[config.mk]
export PLATFORM = sky130hd
export DESIGN_NAME = byte_memory_dma
export DESIGN_NICKNAME = d
export VERILOG_FILES = /design/src/include/byte_memory_dma_pkg.sv /design/src/design/sync_stages.sv /design/src/design/wait_timer.sv /design/src/design/byte_memory_dma.sv
export SDC_FILE = /design/constraint.sdc
export NUM_CORES = 1
export LEC_CHECK = 0
export BUFFER_PORTS_ARGS = -buffer_cell sky130_fd_sc_hd__buf_2
export CORE_ASPECT_RATIO = 0.8
export CORE_MARGIN = 4
export CORE_UTILIZATION = 40
export DETAILED_ROUTE_END_ITERATION = 10
export PLACE_DENSITY = 0.71
export SLEW_MARGIN = 20
export SYNTH_ARGS = -nofsm -noshare
export SYNTH_HDL_FRONTEND = slang
export SYNTH_SLANG_ARGS = --single-unit
[constraint.sdc]
create_clock -name aclk -period 2.7 [get_ports aclk]
set_input_delay 0.27 -clock aclk [delete_from_list [all_inputs] [get_ports aclk]]
set_output_delay 0.27 -clock aclk [all_outputs]
set_load 0.02 [all_outputs]
[src/include/byte_memory_dma_pkg.sv]
// How it works
// - Byte space: 256 pages of 16K bytes
// - Bytes travel on data lines 15..8
// - Page on lines 23..16, offset on 13..0
// - Wait field and mode stretch accesses
// - One core cycle stolen per word moved
// - Format picks word size and byte count
// - 8-bit formats zero the unused half
// - Internal start and direction set transfer
// - Offset and page registers give first byte
// - Word count counts whole words left
// - Nonzero count write starts, runs to zero
// - Addressing carries across page boundaries
// - Count drops per word; zero interrupts
// - On-chip side only; no external overlays
// - Complete word moves in one cycle
// - Core external accesses beat byte accesses
// - Context bit holds and restarts core
// - Overlay fields pick blocks
// - Byte select on at reset
// - Byte boot loads zeros, count 32, hold set
package byte_memory_dma_pkg;

	// Register indices; byte address is 4x
	localparam logic [13:0] IDX_SYSTEM_CONTROL = 14'h3FFF;
	localparam logic [13:0] IDX_WAIT           = 14'h3FFE;
	localparam logic [13:0] IDX_CTRL           = 14'h3FE3;
	localparam logic [13:0] IDX_EXT_OFFSET     = 14'h3FE2;
	localparam logic [13:0] IDX_INT_ADDR       = 14'h3FE1;
	localparam logic [13:0] IDX_WORD_COUNT     = 14'h3FE4;
	localparam logic [13:0] IDX_OVERLAY        = 14'h3FE5;

	// Field positions
	localparam int CTRL_DIR_BIT       = 2;
	localparam int CTRL_CTX_BIT       = 3;
	localparam int CTRL_PAGE_LSB      = 8;
	localparam int WAIT_MODE_BIT      = 15;
	localparam int SYS_BMS_DIS_BIT    = 3;
	localparam int SYS_CMS_FOLLOW_BIT = 4;
	localparam int OVL_DM_LSB         = 4;

	// Transfer formats
	localparam logic [1:0] FMT_PM24   = 2'h0;
	localparam logic [1:0] FMT_DM16   = 2'h1;
	localparam logic [1:0] FMT_DM8_HI = 2'h2;
	localparam logic [1:0] FMT_DM8_LO = 2'h3;

	// Reset and boot values, counts
	localparam logic [13:0] BOOT_WORD_COUNT = 14'h0020;
	localparam logic [3:0]  OVL_EXT1        = 4'h1;
	localparam logic [3:0]  OVL_EXT2        = 4'h2;
	localparam logic [3:0]  OVL_RESET       = 4'h0;
	localparam logic [4:0]  WAIT_MAX        = 5'h0F;
	localparam logic [4:0]  READ_SYNC_EXTRA = 5'h02;
	localparam logic [1:0]  BOOT_PHASE_LOAD = 2'h2;
	localparam logic [1:0]  BOOT_PHASE_END  = 2'h3;

	// AXI responses
	localparam logic [1:0] RESP_OKAY   = 2'h0;
	localparam logic [1:0] RESP_SLVERR = 2'h2;

	typedef enum logic [6:0] {
		ST_IDLE       = 7'h01,
		ST_FETCH      = 7'h02,
		ST_FETCH_WAIT = 7'h04,
		ST_ARB        = 7'h08,
		ST_STROBE     = 7'h10,
		ST_STORE      = 7'h20,
		ST_NEXT       = 7'h40
	} dma_state_t;

endpackage : byte_memory_dma_pkg

[src/design/sync_stages.sv]
`timescale 1ns/10ps
`default_nettype none
module sync_stages #(
	parameter int WIDTH = 1
) (
	input  wire logic             aclk,     // Clock
	input  wire logic             aresetn,  // Reset
	input  wire logic [WIDTH-1:0] async_in, // Pin
	output logic      [WIDTH-1:0] sync_out  // Synced
);
	typedef struct packed {
		logic [WIDTH-1:0] first;
		logic [WIDTH-1:0] second;
	} sync_state_t;

	sync_state_t st;
	sync_state_t next_st;

	// Two stages
	always_comb
	begin
		next_st.first  = async_in;
		next_st.second = st.first;
	end

	// State register
	always_ff @(posedge aclk)
	begin
		if (!aresetn)
			st <= '0;
		else
			st <= next_st;
	end

	assign sync_out = st.second;
endmodule : sync_stages
`default_nettype wire

[src/design/wait_timer.sv]
`timescale 1ns/10ps
`default_nettype none
module wait_timer #(
	parameter int WIDTH = 5
) (
	input  wire logic             aclk,    // Clock
	input  wire logic             aresetn, // Reset
	input  wire logic             load,    // Load pulse
	input  wire logic [WIDTH-1:0] value,   // Cycles to wait
	output logic                  expired  // Count is zero
);
	typedef struct packed {
		logic [WIDTH-1:0] cnt;
	} timer_state_t;

	timer_state_t st;
	timer_state_t next_st;

	// Load, else count down
	always_comb
	begin
		next_st = st;
		if (load)
			next_st.cnt = value;
		else if (st.cnt != '0)
			next_st.cnt = st.cnt - 1'b1;
	end

	// State register
	always_ff @(posedge aclk)
	begin
		if (!aresetn)
			st <= '0;
		else
			st <= next_st;
	end

	assign expired = (st.cnt == '0);
endmodule : wait_timer
`default_nettype wire

[src/design/byte_memory_dma.sv]
// The AXI4-Lite slave port was left to the implementer.
`timescale 1ns/10ps
`default_nettype none
module byte_memory_dma (
	input  wire logic        aclk,                // Clock
	input  wire logic        aresetn,             // Reset
	input  wire logic [15:0] s_axi_awaddr,        // AW addr
	input  wire logic        s_axi_awvalid,       // AW valid
	output logic             s_axi_awready,       // AW ready
	input  wire logic [31:0] s_axi_wdata,         // W data
	input  wire logic [3:0]  s_axi_wstrb,         // W strobes
	input  wire logic        s_axi_wvalid,        // W valid
	output logic             s_axi_wready,        // W ready
	output logic [1:0]       s_axi_bresp,         // B resp
	output logic             s_axi_bvalid,        // B valid
	input  wire logic        s_axi_bready,        // B ready
	input  wire logic [15:0] s_axi_araddr,        // AR addr
	input  wire logic        s_axi_arvalid,       // AR valid
	output logic             s_axi_arready,       // AR ready
	output logic [31:0]      s_axi_rdata,         // R data
	output logic [1:0]       s_axi_rresp,         // R resp
	output logic             s_axi_rvalid,        // R valid
	input  wire logic        s_axi_rready,        // R ready
	output logic [13:0]      ext_addr,            // Address lines 13..0
	output logic [23:0]      ext_data_out,        // Data lines 23..0 out
	output logic             ext_page_oe_n,       // Page lines enable
	output logic             ext_byte_oe_n,       // Byte lines enable
	input  wire logic [7:0]  ext_byte_in,         // Lines 15..8 in
	output logic             ext_rd_n,            // Read strobe
	output logic             ext_wr_n,            // Write strobe
	output logic             byte_space_select_n, // Byte memory select
	output logic             combined_select_n,   // Composite select
	input  wire logic        core_ext_req,        // Core bus use
	output logic             mem_req,             // On-chip access
	output logic             mem_write,           // On-chip write
	output logic             mem_space_pm,        // Program memory side
	output logic [3:0]       mem_overlay,         // Overlay block
	output logic [13:0]      mem_addr,            // On-chip address
	output logic [23:0]      mem_wdata,           // On-chip write data
	input  wire logic [23:0] mem_rdata,           // On-chip read data
	output logic             core_hold,           // Core hold
	output logic             core_restart,        // Core restart
	output logic             done_irq,            // Completion pulse
	input  wire logic        boot_from_byte_mem   // Boot strap pin
);
	typedef struct packed {
		byte_memory_dma_pkg::dma_state_t fsm;
		logic        aw_held;
		logic [15:0] aw_addr;
		logic        w_held;
		logic [31:0] w_data;
		logic [3:0]  w_strb;
		logic        bvalid;
		logic [1:0]  bresp;
		logic        rvalid;
		logic [31:0] rdata;
		logic [1:0]  rresp;
		logic [1:0]  format;
		logic        dir;
		logic        ctx_reset;
		logic [7:0]  page;
		logic [3:0]  pm_ovl;
		logic [3:0]  dm_ovl;
		logic [13:0] int_addr;
		logic [13:0] ext_off;
		logic [13:0] count;
		logic [3:0]  byte_wait;
		logic        wait_mode;
		logic        bms_disable;
		logic        cms_follow;
		logic        strobe;
		logic [23:0] word;
		logic [1:0]  bytes_left;
		logic        done_pulse;
		logic        restart_pulse;
		logic        mem_req;
		logic        mem_we;
		logic [23:0] mem_wdata;
		logic [1:0]  boot_phase;
	} dma_regs_t;

	dma_regs_t   st;
	dma_regs_t   next_st;
	logic [7:0]  byte_sync;
	logic        boot_sync;
	logic        timer_load;
	logic [4:0]  timer_value;
	logic        timer_expired;
	logic [4:0]  eff_wait;
	logic [15:0] ctrl_view;
	logic [15:0] wval;
	logic        busy;

	// Byte lane merge
	function automatic logic [15:0] merge16(input logic [15:0] old, input logic [31:0] d, input logic [3:0] s);
		merge16 = {s[1] ? d[15:8] : old[15:8], s[0] ? d[7:0] : old[7:0]};
	endfunction : merge16

	// Filter external overlays
	function automatic logic [3:0] safe_ovl(input logic [3:0] v);
		safe_ovl = (v == byte_memory_dma_pkg::OVL_EXT1 || v == byte_memory_dma_pkg::OVL_EXT2) ?
			byte_memory_dma_pkg::OVL_RESET : v;
	endfunction : safe_ovl

	// Byte accesses needed per word
	function automatic logic [1:0] bytes_for(input logic [1:0] f);
		case (f)
			byte_memory_dma_pkg::FMT_PM24: bytes_for = 2'h3;
			byte_memory_dma_pkg::FMT_DM16: bytes_for = 2'h2;
			default:                       bytes_for = 2'h1;
		endcase
	endfunction : bytes_for

	// Pin synchronisers
	sync_stages #(.WIDTH(8)) u_byte_sync (
		.aclk     (aclk),
		.aresetn  (aresetn),
		.async_in (ext_byte_in),
		.sync_out (byte_sync)
	);

	sync_stages #(.WIDTH(1)) u_boot_sync (
		.aclk     (aclk),
		.aresetn  (aresetn),
		.async_in (boot_from_byte_mem),
		.sync_out (boot_sync)
	);

	// Strobe length counter
	wait_timer #(.WIDTH(5)) u_wait (
		.aclk    (aclk),
		.aresetn (aresetn),
		.load    (timer_load),
		.value   (timer_value),
		.expired (timer_expired)
	);

	// Derived views
	always_comb
	begin
		busy = (st.count != 14'h0000);
		ctrl_view = {st.page, 3'h0, busy, st.ctx_reset, st.dir, st.format};
		eff_wait = st.wait_mode ? {st.byte_wait, 1'b1} : {1'b0, st.byte_wait};
		if (eff_wait > byte_memory_dma_pkg::WAIT_MAX)
			eff_wait = byte_memory_dma_pkg::WAIT_MAX;
	end

	// Next state
	always_comb
	begin
		next_st = st;
		next_st.done_pulse = 1'b0;
		next_st.restart_pulse = 1'b0;
		next_st.mem_req = 1'b0;
		timer_load = 1'b0;
		timer_value = 5'h00;
		wval = 16'h0000;

		// Boot defaults
		if (st.boot_phase != byte_memory_dma_pkg::BOOT_PHASE_END)
			next_st.boot_phase = st.boot_phase + 2'h1;
		if (st.boot_phase == byte_memory_dma_pkg::BOOT_PHASE_LOAD && boot_sync)
		begin
			next_st.dir = 1'b0;
			next_st.page = 8'h00;
			next_st.int_addr = 14'h0000;
			next_st.ext_off = 14'h0000;
			next_st.format = byte_memory_dma_pkg::FMT_PM24;
			next_st.count = byte_memory_dma_pkg::BOOT_WORD_COUNT;
			next_st.ctx_reset = 1'b1;
		end

		// Transfer engine
		case (st.fsm)
			byte_memory_dma_pkg::ST_IDLE:
			begin
				if (busy)
				begin
					next_st.bytes_left = bytes_for(st.format);
					next_st.fsm = st.dir ? byte_memory_dma_pkg::ST_FETCH : byte_memory_dma_pkg::ST_ARB;
				end
			end
			byte_memory_dma_pkg::ST_FETCH:
			begin
				next_st.mem_req = 1'b1;
				next_st.mem_we = 1'b0;
				next_st.fsm = byte_memory_dma_pkg::ST_FETCH_WAIT;
			end
			byte_memory_dma_pkg::ST_FETCH_WAIT:
			begin
				// First byte to the top
				case (st.format)
					byte_memory_dma_pkg::FMT_PM24:   next_st.word = mem_rdata;
					byte_memory_dma_pkg::FMT_DM16:   next_st.word = {mem_rdata[15:0], 8'h00};
					byte_memory_dma_pkg::FMT_DM8_HI: next_st.word = {mem_rdata[15:8], 16'h0000};
					default:                         next_st.word = {mem_rdata[7:0], 16'h0000};
				endcase
				next_st.fsm = byte_memory_dma_pkg::ST_ARB;
			end
			byte_memory_dma_pkg::ST_ARB:
			begin
				if (!core_ext_req)
				begin
					next_st.strobe = 1'b1;
					timer_load = 1'b1;
					timer_value = st.dir ? eff_wait : 5'(eff_wait + byte_memory_dma_pkg::READ_SYNC_EXTRA);
					next_st.fsm = byte_memory_dma_pkg::ST_STROBE;
				end
			end
			byte_memory_dma_pkg::ST_STROBE:
			begin
				if (timer_expired)
				begin
					next_st.strobe = 1'b0;
					{next_st.page, next_st.ext_off} = 22'({st.page, st.ext_off} + 22'h000001);
					next_st.word = st.dir ? {st.word[15:0], 8'h00} : {st.word[15:0], byte_sync};
					next_st.bytes_left = st.bytes_left - 2'h1;
					if (st.bytes_left != 2'h1)
						next_st.fsm = byte_memory_dma_pkg::ST_ARB;
					else if (st.dir)
						next_st.fsm = byte_memory_dma_pkg::ST_NEXT;
					else
						next_st.fsm = byte_memory_dma_pkg::ST_STORE;
				end
			end
			byte_memory_dma_pkg::ST_STORE:
			begin
				next_st.mem_req = 1'b1;
				next_st.mem_we = 1'b1;
				case (st.format)
					byte_memory_dma_pkg::FMT_PM24:   next_st.mem_wdata = st.word;
					byte_memory_dma_pkg::FMT_DM16:   next_st.mem_wdata = {8'h00, st.word[15:0]};
					byte_memory_dma_pkg::FMT_DM8_HI: next_st.mem_wdata = {8'h00, st.word[7:0], 8'h00};
					default:                         next_st.mem_wdata = {16'h0000, st.word[7:0]};
				endcase
				next_st.fsm = byte_memory_dma_pkg::ST_NEXT;
			end
			byte_memory_dma_pkg::ST_NEXT:
			begin
				if (busy)
					next_st.count = st.count - 14'h0001;
				next_st.int_addr = st.int_addr + 14'h0001;
				if (st.count == 14'h0001)
				begin
					next_st.done_pulse = 1'b1;
					next_st.restart_pulse = st.ctx_reset;
				end
				next_st.fsm = byte_memory_dma_pkg::ST_IDLE;
			end
			default:
			begin
				next_st.fsm = byte_memory_dma_pkg::ST_IDLE;
				next_st.strobe = 1'b0;
			end
		endcase

		// AW and W in either order
		if (s_axi_awvalid && s_axi_awready)
		begin
			next_st.aw_held = 1'b1;
			next_st.aw_addr = s_axi_awaddr;
		end
		if (s_axi_wvalid && s_axi_wready)
		begin
			next_st.w_held = 1'b1;
			next_st.w_data = s_axi_wdata;
			next_st.w_strb = s_axi_wstrb;
		end
		if (st.bvalid && s_axi_bready)
			next_st.bvalid = 1'b0;

		// Register write, wins over engine
		if (st.aw_held && st.w_held && !st.bvalid)
		begin
			next_st.aw_held = 1'b0;
			next_st.w_held = 1'b0;
			next_st.bvalid = 1'b1;
			next_st.bresp = byte_memory_dma_pkg::RESP_OKAY;
			case (st.aw_addr[15:2])
				byte_memory_dma_pkg::IDX_CTRL:
				begin
					wval = merge16(ctrl_view, st.w_data, st.w_strb);
					next_st.format = wval[1:0];
					next_st.dir = wval[byte_memory_dma_pkg::CTRL_DIR_BIT];
					next_st.ctx_reset = wval[byte_memory_dma_pkg::CTRL_CTX_BIT];
					next_st.page = wval[byte_memory_dma_pkg::CTRL_PAGE_LSB +: 8];
				end
				byte_memory_dma_pkg::IDX_EXT_OFFSET:
				begin
					wval = merge16({2'h0, st.ext_off}, st.w_data, st.w_strb);
					next_st.ext_off = wval[13:0];
				end
				byte_memory_dma_pkg::IDX_INT_ADDR:
				begin
					wval = merge16({2'h0, st.int_addr}, st.w_data, st.w_strb);
					next_st.int_addr = wval[13:0];
				end
				byte_memory_dma_pkg::IDX_WORD_COUNT:
				begin
					wval = merge16({2'h0, st.count}, st.w_data, st.w_strb);
					next_st.count = wval[13:0];
				end
				byte_memory_dma_pkg::IDX_OVERLAY:
				begin
					wval = merge16({8'h00, st.dm_ovl, st.pm_ovl}, st.w_data, st.w_strb);
					next_st.pm_ovl = safe_ovl(wval[3:0]);
					next_st.dm_ovl = safe_ovl(wval[byte_memory_dma_pkg::OVL_DM_LSB +: 4]);
				end
				byte_memory_dma_pkg::IDX_WAIT:
				begin
					wval = merge16({st.wait_mode, 11'h000, st.byte_wait}, st.w_data, st.w_strb);
					next_st.byte_wait = wval[3:0];
					next_st.wait_mode = wval[byte_memory_dma_pkg::WAIT_MODE_BIT];
				end
				byte_memory_dma_pkg::IDX_SYSTEM_CONTROL:
				begin
					wval = merge16({11'h000, st.cms_follow, st.bms_disable, 3'h0}, st.w_data, st.w_strb);
					next_st.bms_disable = wval[byte_memory_dma_pkg::SYS_BMS_DIS_BIT];
					next_st.cms_follow = wval[byte_memory_dma_pkg::SYS_CMS_FOLLOW_BIT];
				end
				default:
					next_st.bresp = byte_memory_dma_pkg::RESP_SLVERR;
			endcase
		end

		// Register read
		if (st.rvalid && s_axi_rready)
			next_st.rvalid = 1'b0;
		if (s_axi_arvalid && s_axi_arready)
		begin
			next_st.rvalid = 1'b1;
			next_st.rresp = byte_memory_dma_pkg::RESP_OKAY;
			case (s_axi_araddr[15:2])
				byte_memory_dma_pkg::IDX_CTRL:           next_st.rdata = {16'h0000, ctrl_view};
				byte_memory_dma_pkg::IDX_EXT_OFFSET:     next_st.rdata = {18'h00000, st.ext_off};
				byte_memory_dma_pkg::IDX_INT_ADDR:       next_st.rdata = {18'h00000, st.int_addr};
				byte_memory_dma_pkg::IDX_WORD_COUNT:     next_st.rdata = {18'h00000, st.count};
				byte_memory_dma_pkg::IDX_OVERLAY:        next_st.rdata = {24'h000000, st.dm_ovl, st.pm_ovl};
				byte_memory_dma_pkg::IDX_WAIT:           next_st.rdata = {16'h0000, st.wait_mode, 11'h000, st.byte_wait};
				byte_memory_dma_pkg::IDX_SYSTEM_CONTROL: next_st.rdata = {27'h0000000, st.cms_follow, st.bms_disable, 3'h0};
				default:
				begin
					next_st.rdata = 32'h00000000;
					next_st.rresp = byte_memory_dma_pkg::RESP_SLVERR;
				end
			endcase
		end
	end

	// State register
	always_ff @(posedge aclk)
	begin
		if (!aresetn)
		begin
			st <= '0;
			st.fsm <= byte_memory_dma_pkg::ST_IDLE;
		end
		else
			st <= next_st;
	end

	// Bus handshakes
	assign s_axi_awready = !st.aw_held && !st.bvalid;
	assign s_axi_wready  = !st.w_held && !st.bvalid;
	assign s_axi_bvalid  = st.bvalid;
	assign s_axi_bresp   = st.bresp;
	assign s_axi_arready = !st.rvalid;
	assign s_axi_rvalid  = st.rvalid;
	assign s_axi_rdata   = st.rdata;
	assign s_axi_rresp   = st.rresp;

	// External byte bus
	assign ext_addr            = st.ext_off;
	assign ext_data_out        = {st.page, st.word[23:16], 8'h00};
	assign ext_page_oe_n       = !st.strobe;
	assign ext_byte_oe_n       = !(st.strobe && st.dir);
	assign ext_rd_n            = !(st.strobe && !st.dir);
	assign ext_wr_n            = !(st.strobe && st.dir);
	assign byte_space_select_n = !(st.strobe && !st.bms_disable);
	assign combined_select_n   = !(st.strobe && st.cms_follow);

	// On-chip memory side
	assign mem_req      = st.mem_req;
	assign mem_write    = st.mem_we;
	assign mem_space_pm = (st.format == byte_memory_dma_pkg::FMT_PM24);
	assign mem_overlay  = mem_space_pm ? st.pm_ovl : st.dm_ovl;
	assign mem_addr     = st.int_addr;
	assign mem_wdata    = st.mem_wdata;

	// Core control
	assign core_hold    = busy && st.ctx_reset;
	assign core_restart = st.restart_pulse;
	assign done_irq     = st.done_pulse;
endmodule : byte_memory_dma
`default_nettype wire

Yosys cells after proc, flatten, opt, wreduce, memory -nomap -nowiden
Cells that the tools add are included.

operators by class
  add/subtract/negate cells = 7
  $lt $le $gt $ge = 1
  mux-type cells = 63
  bitwise logic cells = 2
  equal/unequal tests = 42
  reduce and logical (&&, ||, !) cells = 52

operators with widths
  kind                                                                  number
  14-bit == test, second input constant                                 14
  24-bit case mux with 3 select lines                                   2
  14-bit two-way mux                                                    8
  16-bit case mux with 7 select lines                                   1
  69-bit two-way mux                                                    1
  8-bit two-way mux                                                     8
  24-bit case mux with 2 select lines                                   1
  5-bit two-way mux                                                     9
  42-bit two-way mux                                                    1
  7-bit case mux with 6 select lines                                    1
  35-bit two-way mux                                                    1
  7-bit two-way mux                                                     5
  27-bit two-way mux                                                    1
  12-bit two-way mux                                                    2
  4-bit two-way mux                                                     6
  3-bit != test, second input constant                                  8
  22-bit by 1-bit adder with 22-bit output, second input constant       1
  3-bit AND reduction                                                   7
  1-bit logical AND                                                     15
  14-bit by 1-bit adder with 14-bit output, second input constant       1
  14-bit by 1-bit == test with 1-bit output, second input constant      1
  14-bit nonzero test                                                   1
  7-bit OR reduction                                                    2
  14-bit by 1-bit subtractor with 14-bit output, second input constant  1
  34 further kinds                                                      69

word-level totals
  flip-flop bits (word level) = 230
  input bits = 109
  logic and storage cells = 208
  output and inout bits = 133

Logic depth before layout (Yosys ltp)
Gate-level depths: netlist of run 1.

  word-level depth = 8
  depth in mapped cells = 10
  depth with buffers taken out = 8

By module
A second synthesis of run 1 with hierarchy kept.

unflattened totals
  cell total of the unflattened synthesis = 1593
  area total of the unflattened synthesis = 12293.0 um2

by module, submodules not included
  module                     area each (um2)  cells each  instances  seq. area each (um2)
  byte_memory_dma            11493.5          1522        1          3743.6
  sync_stages (u_byte_sync)  446.7            33          1          320.3
  wait_timer                 300.3            34          1          100.1
  sync_stages (u_boot_sync)  52.6             4           1          40.0

Worst setup path before layout of run 1
OpenSTA, ideal clock, no wires.

  kind = reg-to-reg
  start point = register st, in the netlist s_axi_bvalid
  end point = register st, in the netlist ext_addr[6]
  path buffers = 2
  stages on the path, launching flop included = 9
  setup time = 114 ps
  setup slack = 462 ps
  arrival time = 2124 ps
  required time = 2586 ps
  period minus slack after synthesis = 2238 ps
  cells stage by stage = dfxtp_1 -> nand3b_4 -> or3_1 -> buf_6 -> or4_4 -> buf_6 -> and3_4 -> o2bb2ai_1 -> a21o_1

on the way
  cells in the longest elaborated chain, start to end = 3
  elaborated cells on any way between the ends = 4
  those cells by class = 1 x eq/ne; 1 x mux; 2 x reduce/logical

ends and longest elaborated chain
  item                                                           RTL line                source
  start, declared                                                byte_memory_dma.sv:82   dma_regs_t st;
  start signal, assigned                                         byte_memory_dma.sv:359  st <= next_st;
  1-bit logical NOT *                                            byte_memory_dma.sv:273  if (st.aw_held && st.w_held && !st.bvalid)
  1-bit logical AND *                                            byte_memory_dma.sv:273
  3-bit != test (no line) or 69-bit two-way mux (tied branches)  --

Every way passes the cells marked *; elsewhere a longest branch is shown, timed or not.
A chain may end at the register's enable or synchronous reset.

Worst setup path after layout of run 1
  start point = register st[65] (netlist name)
  end point = output core_hold

on the way
  cells in the longest elaborated chain, start to end = 2

ends and longest elaborated chain
  item                 RTL line                source
  14-bit nonzero test  byte_memory_dma.sv:141  busy = (st.count != 14'h0000);
  1-bit logical AND    byte_memory_dma.sv:391  assign core_hold = busy && st.ctx_reset;
  end, declared        byte_memory_dma.sv:41   output logic core_hold,

Every way passes these cells.

==> flow_summary.json, run 1 <==
{
  "outcome": "complete, no violations",
  "synthDistinctLibCells": 78,
  "cts.sinks": 210,
  "antenna_found_initial": 0,
  "viasPerCell": 5.69,
  "path_clk_slew_ns": 0.06,
  "ant_nets": 0,
  "grt_overflow": 0,
  "slew_headroom_pct": 52.0,
  "cts_root_buf": "clkbuf_16",
  "timing.critical_path.from": "st[65]",
  "n_antenna_cell": 0,
  "synth_top_area_share_pct": 35.3,
  "gp_congestion": 0.940,
  "period_minus_slack_ns": 2.50,
  "nFillCells": 2885,
  "crit_buf_inv": 3,
  "drive_gt1_share_pct": 19.7,
  "cts_buffers": 24,
  "r2r_cells": 6,
  "grt_use_total_pct": 22.3,
  "syn2layout_area_growth_pct": 16.2,
  "r2r_start": "st[222]",
  "grt_max_degree": 59,
  "hold_violations": 0,
  "drv_cap": 0,
  "synthTopCellsByArea": "dfxtp_1, buf_4, nand2_1",
  "ys.flop_type": "dfxtp_1",
  "vias": 11600,
  "initial_core_util_pct": 40.6,
  "rsz0062_at_grt": "false",
  "cp_top_family": "simple AND/OR/NAND/NOR gates",
  "async_flop_share_pct": 0,
  "worstHoldStart": "s_axi_awaddr[2]",
  "core_area_sq_mm": 0.0294,
  "firstDrtPassIters": 6,
  "die_h_um": 162,
  "fmax_mhz": 401,
  "startpoint_type": "register",
  "slowest_stage": "nor4b_4",
  "cp-end-kind": "output port",
  "hold_path_depth": 3,
  "ys_ff_latch": 210,
  "pwr_density_cell_mw_per_mm2": 571,
  "path_class": "reg -> out",
  "fin_tns_setup_ns": 0,
  "hpwlAfterDp_mm": 28.4,
  "num_rows": 56,
  "min_path_type": "in -> reg",
  "rr_endpoint": "ext_addr[12]",
  "cp.depth": 7,
  "slew_violations": 0,
  "avgSynthCellArea_sq_um": 7.73,
  "rrSetupSlack_ns": 0.28,
  "period_share_pct": 92.5,
  "route.detailed.drc": 0,
  "critical_path.max_fanout": 6,
  "setup_viol": 0,
  "worstPathRequired_ns": 2.43,
  "p_leak_nw": 5.48,
  "crit_chain": "inv_1 -> ha_1 -> nor4b_4 -> nand4_1 -> buf_4 -> and2_1 -> buf_2",
  "synth_seq_area_share_pct": 35.3,
  "cp.arrival_ns": 2.23,
  "dieArea_sq_mm": 0.0326,
  "final_util_pct": 47.1,
  "worst_pin_slew_ns": 0.720,
  "die_x_um": 201,
  "syn_inst": 1542,
  "slowest_delay_ns": 0.39,
  "yosysTopAreaCell": "dfxtp_1",
  "ioPinCount": 242,
  "grt_pass1_vias": 10500,
  "whs_ns": 0.0246,
  "port_buffers": 193,
  "cts_tree": "yes",
  "detail_route.wl_per_cell_um": 19.0,
  "syn-cell-area_sq_mm": 0.0119,
  "ir_worst_vdd_mv": 0.435,
  "wl_mm": 38.8,
  "grt_pass1_wl_mm": 59.6,
  "synth_edf_count": 0,
  "critPathCapture": "core_hold",
  "fin_nets": 1767,
  "drt_iter0_drc": 1430,
  "clockBufferDepth": 3,
  "clk_latency_ns": 0.52,
  "yosysWarningCount": 0,
  "cts_max_level": 1,
  "finalClockSkew_ns": 0.00901
}
[tightest hold or removal path, delay by kind of cell]
kind,cells,cell delay [ns]
buffers and inverters,1,0.10
AND/OR/NAND/NOR,1,0.06
AO/OA/AOI/OAI,1,0.06
[kinds of logic (layout without fill, tap and decap cells)]
group,Yosys count,after routing,share of synthesized area (%)
muxes,62,62,5.39
xor gates and xnor gates,10,10,0.735
AOI/OAI and AO/OA,383,383,19.9
and+or+nand+nor,602,602,25.4
buffers and inverters,264,363,12.2
adders and majority gates,10,10,1.05
DFF,210,210,35.3
other,1,26,0.0315
[cell usage in the layout, fill, tap and decap left out, types with 8 or more instances in the layout]
master	netlist	routed
dfxtp_1	210	210
buf_2	14	193
nand2_1	183	183
a21oi_1	127	127
nor2_1	119	118
o21ai_0	97	97
nand3_1	75	75
a211oi_1	46	46
nor3_1	45	45
mux2i_1	45	45
buf_4	114	43
inv_1	40	39
dlygate4sd3_1	0	37
and2_1	29	29
conb_1	1	26
clkbuf_16	0	25
nand4_1	24	24
nand2b_1	18	18
mux2_2	17	17
nor2b_1	17	17
and3_1	17	17
or3_1	13	13
a31oi_1	13	13
nor4_1	11	10
or4_1	10	10
a311oi_1	10	10
ha_1	10	10
o211ai_1	9	9
a221oi_1	8	8
o22ai_1	8	8
o221ai_1	8	8
[layer usage]
| layer | routed length, um | GRT usage (%) | vias up | part of all wire [%] |
|---|---|---|---|---|
| li1 | - | - | 5579 | - |
| met1 | 17900 | 33.7 | 5383 | 46 |
| met2 | 15900 | 32.2 | 596 | 41 |
| met3 | 3940 | 4.72 | 73 | 10 |
| met4 | 977 | 6.00 | 0 | 2.5 |
| met5 | 0 | 0 | - | 0 |
[cells in the mapped netlist (all sizes together), types with 10 or more instances]
library cell,count
a211oi,46
a21oi,127
a311oi,10
a31oi,13
and2,29
and3,18
buf,133
clkbuf,91
dfxtp,210
ha,10
inv,40
mux2,17
mux2i,45
nand2,183
nand2b,18
nand3,77
nand4,24
nor2,119
nor2b,17
nor3,50
nor4,15
o21ai,99
or3,13
or4,11
[worst min path at each step]
stage | end | slack, ns
after global placement | u_byte_sync.sync_out[5] | 0.42
after CTS | st[214] | 0.002
after floorplan | s_axi_rvalid | 0.37
final | st[203] | 0.02
after global routing | st[169] | 0.02
after detailed placement | u_byte_sync.sync_out[4] | 0.42
[per-stage QoR]
stage                     power (W)  worst slack (ns)  cells  cell area, sq um
after floorplan             0.00408             0.462   1567             12000
after CTS                   0.00797            0.0547   2042             13800
after global placement      0.00434             0.401   1961             12600
final                       0.00790             0.204   2043             13800
after global routing        0.00821             0.138   2043             13800
after detailed placement    0.00437             0.348   1961             12600
[cell type report]
cell class	count	area [sq um]	area share, %
Sequential cell	210	4200	30.4
Multi-Input combinational cell	1093	6370	46.0
Clock inverter	14	180	1.30
Clock buffer	30	684	4.94
Tap cell	377	472	3.41
Timing Repair Buffer	279	1780	12.9
Inverter	40	153	1.10
[power breakdown]
part           internal [W]  leakage (nW)  switching [W]
clock               0.00218         0.430        0.00136
combinational      0.000429          3.35       0.000587
sequential          0.00321          1.70       0.000145
total               0.00581          5.48        0.00209
[timing repair]
action                                  CTS  global route
pin swaps                                 0             1
resized for setup                         1             1
gates cloned                              0             0
hold endpoints to repair                 37             0
endpoints found under the setup margin    1             1
hold buffers                             37             0
setup buffers                             0             1
[registers in the layout, summed over array words and instances (netlist names), 4 cells and up]
register,flops
ext_addr,14
ext_data_out,16
u_wait.st,5
u_byte_sync.next_st,8
ctrl_view,4
u_byte_sync.sync_out,8
s_axi_rdata,16
mem_wdata,24
st,91
mem_addr,14
Power figures use the tool's default switching activity.
==> run 2: changes to the inputs <==
CORE_UTILIZATION = 50   (was 40)
PLACE_DENSITY = 0.84   (was 0.71)
==> flow_summary.json, run 2 (synthesized netlist as in run 1, its figures left out) <==
{
  "grt_overflow": 0,
  "finalClockSkew_ns": 0.0120,
  "pwr_density_cell_mw_per_mm2": 547,
  "fin_nets": 1773,
  "p_leak_nw": 5.42,
  "min_path_type": "in -> reg",
  "cts.sinks": 210,
  "route.detailed.drc": 0,
  "drv_cap": 0,
  "slew_violations": 0,
  "drive_gt1_share_pct": 19.3,
  "gp_congestion": 0.951,
  "die_x_um": 181,
  "num_rows": 50,
  "ir_worst_vdd_mv": 0.455,
  "rr_endpoint": "ext_addr[12]",
  "cts_buffers": 23,
  "cts-resized-gates": 0,
  "vias": 11900,
  "r2r_start": "u_wait.st[0]",
  "drt_iter0_drc": 1194,
  "cts_tree": "yes",
  "grt_use_total_pct": 26.3,
  "path_clk_slew_ns": 0.06,
  "r2r_cells": 8,
  "grt_pass1_wl_mm": 57.5,
  "worst_pin_slew_ns": 0.795,
  "ioPinCount": 242,
  "firstDrtPassIters": 6,
  "wl_mm": 37.1,
  "fmax_mhz": 396,
  "post-place-ws_ns": 0.278,
  "fin_tns_setup_ns": 0,
  "top_register": "st",
  "whs_ns": 0.0301,
  "port_buffers": 193,
  "clockBufferDepth": 3,
  "ant_nets": 0,
  "timing.critical_path.from": "st[65]",
  "hold_violations": 0,
  "initial_core_util_pct": 50.9,
  "cts_root_buf": "clkbuf_16",
  "final_util_pct": 58.3,
  "path_class": "reg -> out",
  "setup_viol": 0,
  "hpwlAfterDp_mm": 26.8,
  "n_antenna_cell": 0,
  "rrSetupSlack_ns": 0.19,
  "clk_latency_ns": 0.52,
  "cp-end-kind": "output port",
  "critPathCapture": "core_hold",
  "final_cell_mix": "dfxtp_1, buf_2, nand2_1",
  "period_share_pct": 93.6,
  "dieArea_sq_mm": 0.0264,
  "critical_path.max_fanout": 6,
  "grt_max_degree": 49,
  "outcome": "complete, no violations",
  "cp.arrival_ns": 2.26,
  "startpoint_type": "register",
  "worstPathRequired_ns": 2.43,
  "cts_max_level": 1,
  "antenna_found_initial": 0,
  "core_area_sq_mm": 0.0234,
  "viasPerCell": 5.99,
  "slew_headroom_pct": 46.8,
  "detail_route.wl_per_cell_um": 18.7,
  "final_common_cell": "dfxtp_1",
  "period_minus_slack_ns": 2.53,
  "largest_reg_flops": 91,
  "syn2layout_area_growth_pct": 14.4,
  "rsz0062_at_grt": "false",
  "fin_ws_ns": 0.174,
  "die_h_um": 146,
  "grt_pass1_vias": 10600
}
==> run 2: changes by cell type in the layout (fill, tap and decap cells not counted), sizes merged <==
cell and change:
buf +2, bufinv -3, clkbuf +3, clkinv -4
clkinvlp -1, dlygate4sd3 +5, inv +2
==> run 2: worst max-delay path, cell delays in order, from the launching register on <==
cell     delay, ns
dfxtp_1       0.37
inv_1         0.11
ha_1          0.24
nor4b_2       0.32
nand4_1       0.17
buf_4         0.22
and2_1        0.16
buf_2         0.15
==> run 2: layer usage <==
layer	share of wire, %	GRT usage [%]	routed length, um	vias to the layer above
met5	0	0	0	-
met4	3.0	7.18	1100	0
met3	13	8.39	4660	103
met2	42	38.4	15500	666
met1	43	37.5	15800	5510
li1	-	-	-	5586
==> run 2: how the worst min path moves through the flow <==
stage,start,end,slack [ns],depth (start not counted)
final,s_axi_awaddr[12],st[213],0.03,3
after global routing,s_axi_awaddr[12],st[213],0.03,3
after CTS,s_axi_awaddr[12],st[213],0.006,3
after detailed placement,u_byte_sync.next_st[7],u_byte_sync.sync_out[7],0.42,1
after global placement,u_boot_sync.next_st[0],u_boot_sync.sync_out,0.42,1
after floorplan,s_axi_rready,s_axi_rvalid,0.37,1
==> run 2: area by class of cell <==
type	count	area, sq um
repair buffers	286	1790
fillers	2100	9770
well taps	312	390
flip-flops and latches	210	4200
inverters	40	153
clock buffers	33	663
clock inverters	8	72.6
multi-input cells	1093	6350
==> run 2: timing repair <==
item / CTS / global route
hold buffers: 42 / 0
endpoints found under the hold margin: 42 / 0
buffers inserted: 0 / 0
==> run 2: where the power goes <==
part | internal [W] | switching, W
Combinational | 0.000431 | 0.000595
Sequential | 0.00321 | 0.000141
Clock | 0.00180 | 0.00128
==> run 2: metrics by stage <==
| step | total power, W | cell area [sq um] | cells |
|---|---|---|---|
| floorplan | 0.00408 | 12000 | 1567 |
| global placement | 0.00432 | 12500 | 1899 |
| detailed placement | 0.00436 | 12500 | 1899 |
| CTS | 0.00748 | 13600 | 1982 |
| global route | 0.00775 | 13600 | 1982 |
| finish | 0.00746 | 13600 | 1982 |
